[config.mk]
export PLATFORM = sky130hd
export DESIGN_NAME = wdg_core
export DESIGN_NICKNAME = d
export VERILOG_FILES = /design/src/hw/wdg_pkg.sv /design/src/hw/wdg_sync.sv /design/src/hw/wdg_tick.sv /design/src/hw/wdg_core.sv
export SDC_FILE = /design/constraint.sdc
export NUM_CORES = 1
export LEC_CHECK = 0
export BUFFER_PORTS_ARGS = -buffer_cell sky130_fd_sc_hd__buf_2
export CAP_MARGIN = 40
export CORE_UTILIZATION = 63
export DETAILED_ROUTE_END_ITERATION = 10
export MAX_ROUTING_LAYER = met4
export PLACE_DENSITY = 0.87
export RECOVER_POWER = 50
export SLEW_MARGIN = 20
export SYNTH_ARGS = -nofsm -noshare
export SYNTH_HDL_FRONTEND = slang
export SYNTH_SLANG_ARGS = --single-unit
[constraint.sdc]
create_clock -name clk_sys -period 5.5 [get_ports clk_sys]
set_input_delay 0.275 -clock clk_sys [delete_from_list [all_inputs] [get_ports clk_sys]]
set_output_delay 0.275 -clock clk_sys [all_outputs]
set_load 0.005 [all_outputs]
[src/hw/wdg_pkg.sv]
// window watchdog constants: timing, register map, field layout, states
// assumes a single 125 MHz base clock for the whole watchdog
`default_nettype none
package wdg_pkg;
   // clock and timing
   localparam int CLK_MHZ = 125;
   // one tick is half of the shortest window, so every half-window is whole ticks
   localparam int TICK_TIME_US = 5000;
   localparam int TICK_CYC = TICK_TIME_US * CLK_MHZ;
   localparam int WIN_BASE_MS = 10;
   localparam int INIT_TIMEOUT_MS = 100;
   localparam int TICKS_PER_BASE = WIN_BASE_MS * 1000 / TICK_TIME_US;
   localparam int INIT_TICKS_I = INIT_TIMEOUT_MS * 1000 / TICK_TIME_US;
   localparam int CNT_W = 9;
   localparam int CYC_W = 24;
   localparam logic [CNT_W-1:0] CNT_ONE = 9'h001;
   localparam logic [CNT_W-1:0] CNT_ZERO = 9'h000;
   localparam logic [CNT_W-1:0] INIT_TICKS = CNT_W'(INIT_TICKS_I);
   localparam logic [CNT_W-1:0] BASE_TICKS = CNT_W'(TICKS_PER_BASE);
   // register map, global address space
   localparam int ADDR_W = 16;
   localparam logic [ADDR_W-1:0] BLK_BASE = 16'h0200;
   localparam logic [ADDR_W-1:0] NB_BASE = 16'h0300;
   localparam logic [ADDR_W-1:0] OFS_CONFIG = 16'h0010;
   localparam logic [ADDR_W-1:0] OFS_SERVICE = 16'h0011;
   // config register fields
   localparam int BIT_OFF = 7;
   localparam int BIT_WO = 6;
   localparam int SEL_LSB = 0;
   localparam int SEL_W = 3;
   localparam logic [SEL_W-1:0] SEL_RST = 3'h0;
   localparam logic [2:0] CFG_RSVD = 3'h0;
   localparam logic [7:0] RD_ZERO = 8'h00;
   // service codes
   localparam logic [7:0] SVC_FIRST = 8'hAA;
   localparam logic [7:0] SVC_SECOND = 8'h55;
   localparam logic [7:0] SVC_RST = 8'hAA;
   typedef enum logic [1:0] {ST_OFF, ST_INIT, ST_WINDOW} wdg_state_t;
endpackage
`default_nettype wire

[src/hw/wdg_sync.sv]
// two-flop synchroniser for a level from a pin
// assumes the level is slow against clk_sys
`default_nettype none
module wdg_sync (
   input wire logic clk_sys, // base clock
   input wire logic srst, // sync reset, high
   input wire logic din, // asynchronous level
   output logic dout // synchronised level
);
   logic meta_reg;
   logic sync_reg;
   // only sync_reg reads the first stage
   always_ff @(posedge clk_sys) begin
      if (srst) begin
         meta_reg <= 1'b0;
         sync_reg <= 1'b0;
      end else begin
         meta_reg <= din;
         sync_reg <= meta_reg;
      end
   end
   assign dout = sync_reg;
endmodule
`default_nettype wire

[src/hw/wdg_tick.sv]
// prescaler: one-cycle tick every TICK_CYCLES clocks while run is high
// assumes restart comes from logic on clk_sys
`default_nettype none
module wdg_tick import wdg_pkg::*; #(
   parameter int WIDTH = CYC_W,
   parameter int TICK_CYCLES = TICK_CYC
) (
   input wire logic clk_sys, // base clock
   input wire logic srst, // sync reset, high
   input wire logic run, // count enable, low clears the count and stops the tick
   input wire logic restart, // realign the tick phase
   output logic tick // one-cycle pulse
);
   logic [WIDTH-1:0] cyc_reg;
   always_ff @(posedge clk_sys) begin
      if (srst || !run || restart) begin
         cyc_reg <= '0;
         tick <= 1'b0;
      end else if (cyc_reg == WIDTH'(TICK_CYCLES - 1)) begin
         cyc_reg <= '0;
         tick <= 1'b1;
      end else begin
         cyc_reg <= cyc_reg + WIDTH'(1);
         tick <= 1'b0;
      end
   end
endmodule
`default_nettype wire

[src/hw/wdg_core.sv]
// window watchdog core with its two registers on the die link register port
// assumes mode inputs come from logic on clk_sys; the test pin level is
// asynchronous and is synchronised here
`default_nettype none
// Operation
// watchdog runs only in normal mode on its own base clock
// three-bit select: 10 ms doubling per code up to 1280 ms
// inactive in low power; stop-mode reads show the off bit set
// controller alternates service writes, first 0xAA then 0x55
// after reset a fixed initial timeout runs with window-open set
// controller writes 0xAA before the initial timeout to enter window mode
// initial timeout expiry or non-0xAA code gives a watchdog reset
// first half of window forbids service; service in second half
// read-only window-open flag shows the window state
// window expiry or wrong service code forces a watchdog reset
// expected code while window open clears the counter
// test pin disable stops the watchdog; off bit shows it
// disable returns service state to default; restart needs initial sequence
// service writes while disabled are ignored
// low power halts the watchdog clock and resets service state
// config: off bit 7, window-open bit 6, select 2-0, 5-3 zero
// registers at base 0x0200 blocking and 0x300 non-blocking
// service write with closed window is a violation and resets
module wdg_core import wdg_pkg::*; #(
   parameter int TICK_CYCLES = TICK_CYC
) (
   input wire logic clk_sys, // base clock
   input wire logic srst, // sync reset, high
   input wire logic normal_mode, // device in normal mode
   input wire logic stop_mode, // device in stop mode
   input wire logic test_disable_voltage, // test pin disable level, async
   input wire logic reg_wr, // register write strobe
   input wire logic reg_rd, // register read strobe
   input wire logic [ADDR_W-1:0] reg_addr, // global register address
   input wire logic [7:0] reg_wdata, // write data
   output logic [7:0] reg_rdata, // read data, one cycle after reg_rd
   output logic reg_rvalid, // read data valid pulse
   output logic wd_reset // watchdog reset pulse
);
   // dual base decode
   function automatic logic addr_hit(input logic [ADDR_W-1:0] a,
                                     input logic [ADDR_W-1:0] ofs);
      addr_hit = (a == BLK_BASE + ofs) || (a == NB_BASE + ofs);
   endfunction

   // window length in ticks
   function automatic logic [CNT_W-1:0] win_full(input logic [SEL_W-1:0] s);
      win_full = BASE_TICKS << s;
   endfunction

   logic dis_sync;
   logic active;
   logic tick;
   logic tick_restart;
   logic svc_wr;
   logic cfg_wr;
   logic cfg_rd;
   logic window_open_flag;
   logic wd_off_flag;
   logic [SEL_W-1:0] timeout_select_reg;
   logic [CNT_W-1:0] full_ticks;
   logic [CNT_W-1:0] half_ticks;
   logic [CNT_W-1:0] cnt_inc;
   wdg_state_t state_reg;
   wdg_state_t state_next;
   logic [CNT_W-1:0] cnt_reg;
   logic [CNT_W-1:0] cnt_next;
   logic [7:0] expect_reg;
   logic [7:0] expect_next;
   logic fault_next;
   logic [7:0] cfg_read;

   wdg_sync u_sync (
      .clk_sys(clk_sys),
      .srst(srst),
      .din(test_disable_voltage),
      .dout(dis_sync)
   );

   // normal mode only
   // pin disable
   // low power halts
   assign active = normal_mode && !dis_sync;

   wdg_tick #(
      .WIDTH(CYC_W),
      .TICK_CYCLES(TICK_CYCLES)
   ) u_tick (
      .clk_sys(clk_sys),
      .srst(srst),
      .run(active),
      .restart(tick_restart),
      .tick(tick)
   );

   // ignore when disabled
   assign svc_wr = reg_wr && addr_hit(reg_addr, OFS_SERVICE) && active;
   assign cfg_wr = reg_wr && addr_hit(reg_addr, OFS_CONFIG);
   assign cfg_rd = reg_rd && addr_hit(reg_addr, OFS_CONFIG);

   assign full_ticks = win_full(timeout_select_reg);
   assign half_ticks = full_ticks >> 1;
   assign cnt_inc = cnt_reg + CNT_ONE;

   // window closed in first half
   // window-open status
   // open during initial period
   always_comb begin
      case (state_reg)
         ST_INIT: window_open_flag = 1'b1;
         ST_WINDOW: window_open_flag = (cnt_reg >= half_ticks);
         default: window_open_flag = 1'b0;
      endcase
   end

   // stop-mode read shows off
   // off indication
   assign wd_off_flag = dis_sync || stop_mode;

   // phase of the tick restarts with each counter clear, so the
   // window edges sit a whole number of ticks after the last service
   assign tick_restart = svc_wr || fault_next || (state_reg == ST_OFF);

   always_comb begin
      state_next = state_reg;
      cnt_next = cnt_reg;
      expect_next = expect_reg;
      fault_next = 1'b0;
      case (state_reg)
         ST_OFF: begin
            state_next = ST_INIT;
            cnt_next = CNT_ZERO;
            expect_next = SVC_RST;
         end
         ST_INIT: begin
            if (svc_wr) begin
               // first code enters window mode
               if (reg_wdata == SVC_FIRST) begin
                  state_next = ST_WINDOW;
                  cnt_next = CNT_ZERO;
                  expect_next = SVC_SECOND;
               end else begin
                  // wrong initial code
                  fault_next = 1'b1;
               end
            end else if (tick) begin
               // fixed initial timeout
               // initial expiry
               if (cnt_inc == INIT_TICKS) begin
                  fault_next = 1'b1;
               end else begin
                  cnt_next = cnt_inc;
               end
            end
         end
         ST_WINDOW: begin
            if (svc_wr) begin
               // closed-window write
               // wrong code
               if (!window_open_flag || reg_wdata != expect_reg) begin
                  fault_next = 1'b1;
               end else begin
                  // clear counter
                  // alternate expected code
                  cnt_next = CNT_ZERO;
                  expect_next = (expect_reg == SVC_FIRST) ? SVC_SECOND : SVC_FIRST;
               end
            end else if (tick) begin
               // window expiry
               // a select lowered mid-window can leave the count past the new limit;
               // it must still expire instead of running on to wrap
               if (cnt_inc >= full_ticks) begin
                  fault_next = 1'b1;
               end else begin
                  cnt_next = cnt_inc;
               end
            end
         end
         default: begin
            state_next = ST_OFF;
         end
      endcase
      // a reset restarts the initial sequence
      if (fault_next) begin
         state_next = ST_INIT;
         cnt_next = CNT_ZERO;
         expect_next = SVC_RST;
      end
   end

   // default on disable
   // reset in low power
   always_ff @(posedge clk_sys) begin
      if (srst || !active) begin
         state_reg <= ST_OFF;
      end else begin
         state_reg <= state_next;
      end
   end

   always_ff @(posedge clk_sys) begin
      if (srst || !active) begin
         cnt_reg <= CNT_ZERO;
      end else begin
         cnt_reg <= cnt_next;
      end
   end

   // service default
   always_ff @(posedge clk_sys) begin
      if (srst || !active) begin
         expect_reg <= SVC_RST;
      end else begin
         expect_reg <= expect_next;
      end
   end

   always_ff @(posedge clk_sys) begin
      if (srst || !active) begin
         wd_reset <= 1'b0;
      end else begin
         wd_reset <= fault_next;
      end
   end

   // select writable in init
   // the select takes effect on the live window, so a change mid-window
   // moves both edges; software should change it only right after service
   always_ff @(posedge clk_sys) begin
      if (srst) begin
         timeout_select_reg <= SEL_RST;
      end else if (cfg_wr) begin
         timeout_select_reg <= reg_wdata[SEL_LSB +: SEL_W];
      end
   end

   // config layout
   assign cfg_read = {wd_off_flag, window_open_flag, CFG_RSVD, timeout_select_reg};

   // service register is write-only and reads zero, as does any unmapped address
   always_ff @(posedge clk_sys) begin
      if (srst) begin
         reg_rdata <= RD_ZERO;
         reg_rvalid <= 1'b0;
      end else begin
         reg_rvalid <= reg_rd;
         if (reg_rd) begin
            reg_rdata <= cfg_rd ? cfg_read : RD_ZERO;
         end
      end
   end
endmodule
`default_nettype wire

Yosys cells after proc, flatten, opt, wreduce, memory -nomap -nowiden --
Cells that the tools add are included.
Word-level totals: register bits after elaboration 59, input port bits 31, output and inout port bits 10, word-level logic and storage cells 97
Cells by class: add/subtract/negate cells 2, order comparisons 2, eq/ne operators 24, shift-type cells 1, muxes and demuxes 31, bitwise operators 1, reductions and logical operators 24
Operator list (number):
- 2-to-1 mux 9 bit | 8
- equality test 16 x 10 -> 1 bit (second input constant) | 4
- 2-to-1 mux 8 bit | 6
- one-hot mux 9 bit (3 select lines) | 1
- adder 24 x 1 -> 24 bit (second input constant) | 1
- equality test 24 x 20 -> 1 bit (second input constant) | 1
- one-hot mux 8 bit (3 select lines) | 1
- inequality test 3 bit (second input constant) | 6
- equality test 8 bit (second input constant) | 2
- 2-to-1 mux 1 bit | 10
- inequality test 2 bit (second input constant) | 5
- adder 9 x 1 -> 9 bit (second input constant) | 1
- equality test 9 x 5 -> 1 bit (second input constant) | 1
- >= comparator 9 x 8 -> 1 bit | 1
- >= comparator 9 bit | 1
- << shifter 2 x 3 -> 9 bit (first input constant) | 1
- logical OR 1 bit | 8
- inequality test 8 bit | 1
- AND reduction 7 bit | 1
- inequality test 3 x 2 -> 1 bit (second input constant) | 2
- one-hot mux 2 bit (3 select lines) | 1
- AND reduction 3 bit | 2
- logical AND 1 bit | 5
- AND reduction 5 bit | 1
- 9 further kinds | 14

Logic depth before layout (Yosys ltp) --
word-level depth 12, mapped depth 14, gate-level depth less buffers 12

Cells and area by module --
Synthesis repeated with hierarchy kept, for this count alone.
Second synthesis, totals: cell total of the unflattened synthesis 388, area, all modules 3234.4 um^2
Modules (own cells, without submodules):
- wdg_core | times used 1, cells each 244, area an instance 1941.9 um^2, sequential area each 460.4 um^2
- wdg_tick | times used 1, cells each 140, area an instance 1239.9 um^2, sequential area each 500.5 um^2
- wdg_sync | times used 1, cells each 4, area an instance 52.6 um^2, sequential area each 40.0 um^2

Least setup slack after synthesis --
OpenSTA, ideal clock, no wires.
path type reg-to-reg, start point register timeout_select_reg[2], end point register expect_reg[5], setup time 0.120 ns, arrival 3.032 ns, required time 5.380 ns, slack 2.348 ns, stages on the path, launching flop included 13, buffers on the path 3, clock period less this slack 3.152 ns, cells stage by stage dfxtp_1 clkbuf_1 or3b_2 ha_1 nand3_1 o21bai_1 a311oi_1 o2111ai_1 and4b_1 a211o_1 buf_6 buf_6 a211o_1
Between the ends: cells in the longest elaborated chain, start to end 9
Ends and longest elaborated chain:
- start, declared | line wdg_core.sv:60 | logic [SEL_W-1:0] timeout_select_reg;
- start signal, assigned | line wdg_core.sv:233 | timeout_select_reg <= reg_wdata[SEL_LSB +: SEL_W];
- << shifter 2 x 3 -> 9 bit * | line wdg_core.sv:48 | win_full = BASE_TICKS << s;
- >= comparator 9 x 8 -> 1 bit | line wdg_core.sv:111 | ST_WINDOW: window_open_flag = (cnt_reg >= half_ticks);
- one-hot mux 1 bit (2 select lines) | line wdg_core.sv:109 | case (state_reg)
- zero test 1 bit | line wdg_core.sv:160 | if (!window_open_flag || reg_wdata != expect_reg) begin
- logical OR 1 bit | line wdg_core.sv:160
- 2-to-1 mux 1 bit | line wdg_core.sv:160
- 2-to-1 mux 1 bit | line wdg_core.sv:157 | if (svc_wr) begin
- one-hot mux 1 bit (2 select lines) | line wdg_core.sv:129 | case (state_reg)
- OR reduction 2 bit (no line)
- end signal, assigned | line wdg_core.sv:214 | expect_reg <= expect_next;
- end, declared | line wdg_core.sv:68 | logic [7:0] expect_reg;
Mark *: on every way between the ends. The rest lies on a longest branch, timed or not. A chain may end at the register's enable or synchronous reset.

Worst setup path in the final report --
start point register cnt_reg[1], end point register cnt_reg[6]
Between the ends: cells in the longest elaborated chain, start to end 8
Ends and longest elaborated chain:
- start, declared | line wdg_core.sv:66 | logic [CNT_W-1:0] cnt_reg;
- start signal, assigned | line wdg_core.sv:205 | cnt_reg <= cnt_next;
- branches (longest 8 deep; another with adder 9 x 1 -> 9 bit)
Parallel ways; which one is timed is not known. The select of a mux whose other input is x is not followed.

==> flow_summary.yaml <==
outcome:
  status: "completed"
synth:
  synthAdderAreaFrac: 0.09066
  synth-simple-area-share: 0.3082
  async_reset_ff_frac: 0
  yosysUniqueCellTypes: 52
  mappedNetlistArea_um2: 3174
  synthCells: 366
  synth_top_flop_cell: "dfxtp_1"
  synth_top_family_by_area: "simple AND/OR/NAND/NOR gates"
  ys_ff_latch: 50
  synth_compound_area_frac: 0.1340
  synth_warnings: 0
  synth_edf_count: 0
  muxShareOfSynthArea: 0.01892
  synth-seq-area-share: 0.3153
  synth.avg_cell_area_um2: 8.673
  synth_xor_area_frac: 0.08002
setup_path:
  worstSetupStartpointType: "register"
  crit_top_cell: "ha_1"
  worstPathArrival_ns: 3.87
  rrSetupSlack_ns: 1.84
  crit_slowest_cell: "a31oi_1"
  cp_cell_sequence: "ha_1, nand4_1, nor2_1, xor2_1, ha_1, a211oi_1, o21ai_0, o22a_1, or2_2, a31oi_1, a41oi_1, a311oi_1"
  crit_path_end_kind: "register"
  path_max_fanout: 9
  critPathKind: "register to register"
  worstPathRequired_ns: 5.72
  max_stage_delay_ns: 0.62
final_layout:
  design_area_um2: 3415
  multiInputGateArea_um2: 2004
  area_growth_pct: 7.568
  largest_reg_flops: 24
  regArea_um2: 1001
  final_cell_mix: "dfxtp_1 (50), nor2_1 (31), buf_2 (31)"
  n_antenna_cell: 0
  nNetsFinal: 444
  layout_commonest_cell: "dfxtp_1"
  fillCellCount: 389
  drive_above_1_share: 0.1662
die:
  die-area_um2: 5326
  core_area_um2: 4786
  num_rows: 25
  die_y_um: 72.98
  die_width_um: 72.98
  initial_core_util: 0.6633
  boundaryPins: 41
sta:
  rsz0062_at_grt: "false"
  max_freq_mhz: 273.6
  fin_crit_ns: 3.655
  period_share: 0.6646
  tns_ns: 0
  skew_ns: 0.01014
  hold_viol: 0
  relSlewSlack: 0.4711
  tightest_slew_ns: 0.7897
  finalMaxSlewViolations: 0
  setup_viol: 0
drt:
  firstDrtPassIters: 4
  via_count: 2766
  totalWireLength_um: 6541
  drtIter0Drc: 106
  ant_nets: 0
  routed_via_density: 6.039
  wl_per_cell_um: 14.28
  drcViolationCount: 0
cts:
  clk_path_buf_depth: 2
  clk_pin_slew_ns: 0.09
  postCtsSetupBuffers: 0
  hold_buffers: 0
  htree_levels: 2
  clk_root_buffer_cell: "clkbuf_8"
  cts_tree: "done"
  cts.sinks: 50
  cts_resized: 0
  clk_latency_ns: 0.31
  cts_buffers: 5
job:
  cap_violations: 0
worst_hold_path:
  min_path_type: "input pin to register"
global_route:
  grt_remaining_overflow: 0
  grt_pass1_vias: 2456
  track_usage: 0.2718
  antenna_found_initial: 0
  grt_max_degree: 38
  grt_pass1_wl_um: 11110
power:
  power_density_nw_per_um2: 189.5
  ir_drop_v: 0.0001333
  power.leakage_nw: 1.200
place:
  numPortBuffers: 36
  place.gp.congestion: 0.8663
  dpl_cell_area_um2: 3338
  hpwl_um: 4798
[worst paths after layout]
check / startpoint / endpoint / depth (start not counted)
max reg2reg: cnt_reg[1] / cnt_reg[6] / 12
min: test_disable_voltage / u_sync.meta_reg / 2
max: cnt_reg[1] / cnt_reg[6] / 12
min reg2reg: u_sync.meta_reg / u_sync.dout / 1
[synth_stat cells (4+ instances only)]
library cell / number / area, um^2
or2_2: 4 / 25.02
dfxtp_1: 50 / 1001
o2111ai_1: 4 / 35.03
nor2_1: 31 / 116.4
nand3_1: 21 / 105.1
a21oi_1: 17 / 85.08
o21ai_0: 9 / 45.04
mux2i_1: 6 / 60.06
clkbuf_1: 13 / 48.80
nor3_1: 5 / 25.02
xor2_1: 10 / 87.58
a311oi_1: 5 / 43.79
ha_1: 23 / 287.8
nor4_1: 10 / 62.56
nor4_2: 15 / 187.7
inv_1: 11 / 41.29
nor2b_1: 7 / 43.79
nand4_1: 12 / 75.07
nand2_1: 24 / 90.09
xnor2_1: 19 / 166.4
a41oi_1: 4 / 35.03
nand2b_1: 6 / 37.54
nor4b_1: 5 / 43.79
[power by group]
group | switching, mW | internal [mW] | total, mW | leakage, nW
logic | 0.0328 | 0.0197 | 0.0526 | 0.748
clock network | 0.125 | 0.104 | 0.229 | 0.0489
registers | 0.00168 | 0.364 | 0.366 | 0.404
total | 0.159 | 0.488 | 0.647 | 1.20
[final cells by class]
class | instances | share of cell area
tap | 67 | 0.02455
multi-input combinational | 284 | 0.5870
clock buffer | 7 | 0.02528
sequential | 50 | 0.2931
clock inverter | 1 | 0.002565
timing repair buffer | 38 | 0.05533
inverter | 11 | 0.01209
[worst max-delay path: cells and delay by family, from the launching register on]
kind            cells  cell delay (ns)
compound gates      6             1.66
xor+xnor            1             0.20
fa+ha+maj           2             0.59
flops               1             0.46
simple gates        3             0.66
[cell families (layout without fill, tap and decap cells)]
logic type / Yosys count / in the layout
simple gates: 161 / 161
xor+xnor: 29 / 29
other cells: 1 / 3
fa+ha+maj: 23 / 23
flops: 50 / 50
buf+inv: 34 / 57
mux: 6 / 6
compound gates: 62 / 62
[through the flow]
step	hold WS (ns)	power [mW]	util	worst slack (ns)	cells
2_1_floorplan	0.3466	0.4112	-	2.348	368
3_3_place_gp	0.4231	0.4251	0.6975	1.956	450
3_5_place_dp	0.4341	0.4264	0.6975	1.897	450
4_1_cts	0.1865	0.6480	0.7174	1.868	458
5_1_grt	0.1802	0.6682	0.7135	1.615	458
6_report	0.1799	0.6471	0.7135	1.845	458
[routing by layer]
layer,vias to the layer above,global-route usage,part of all wire
met2,66,0.4290,0.47
met3,11,0.05387,0.042
met5,-,-,0
li1,1386,-,-
met4,0,0.08061,0.013
met1,1303,0.3517,0.47
No activity file was read; power rests on OpenSTA's default activity.
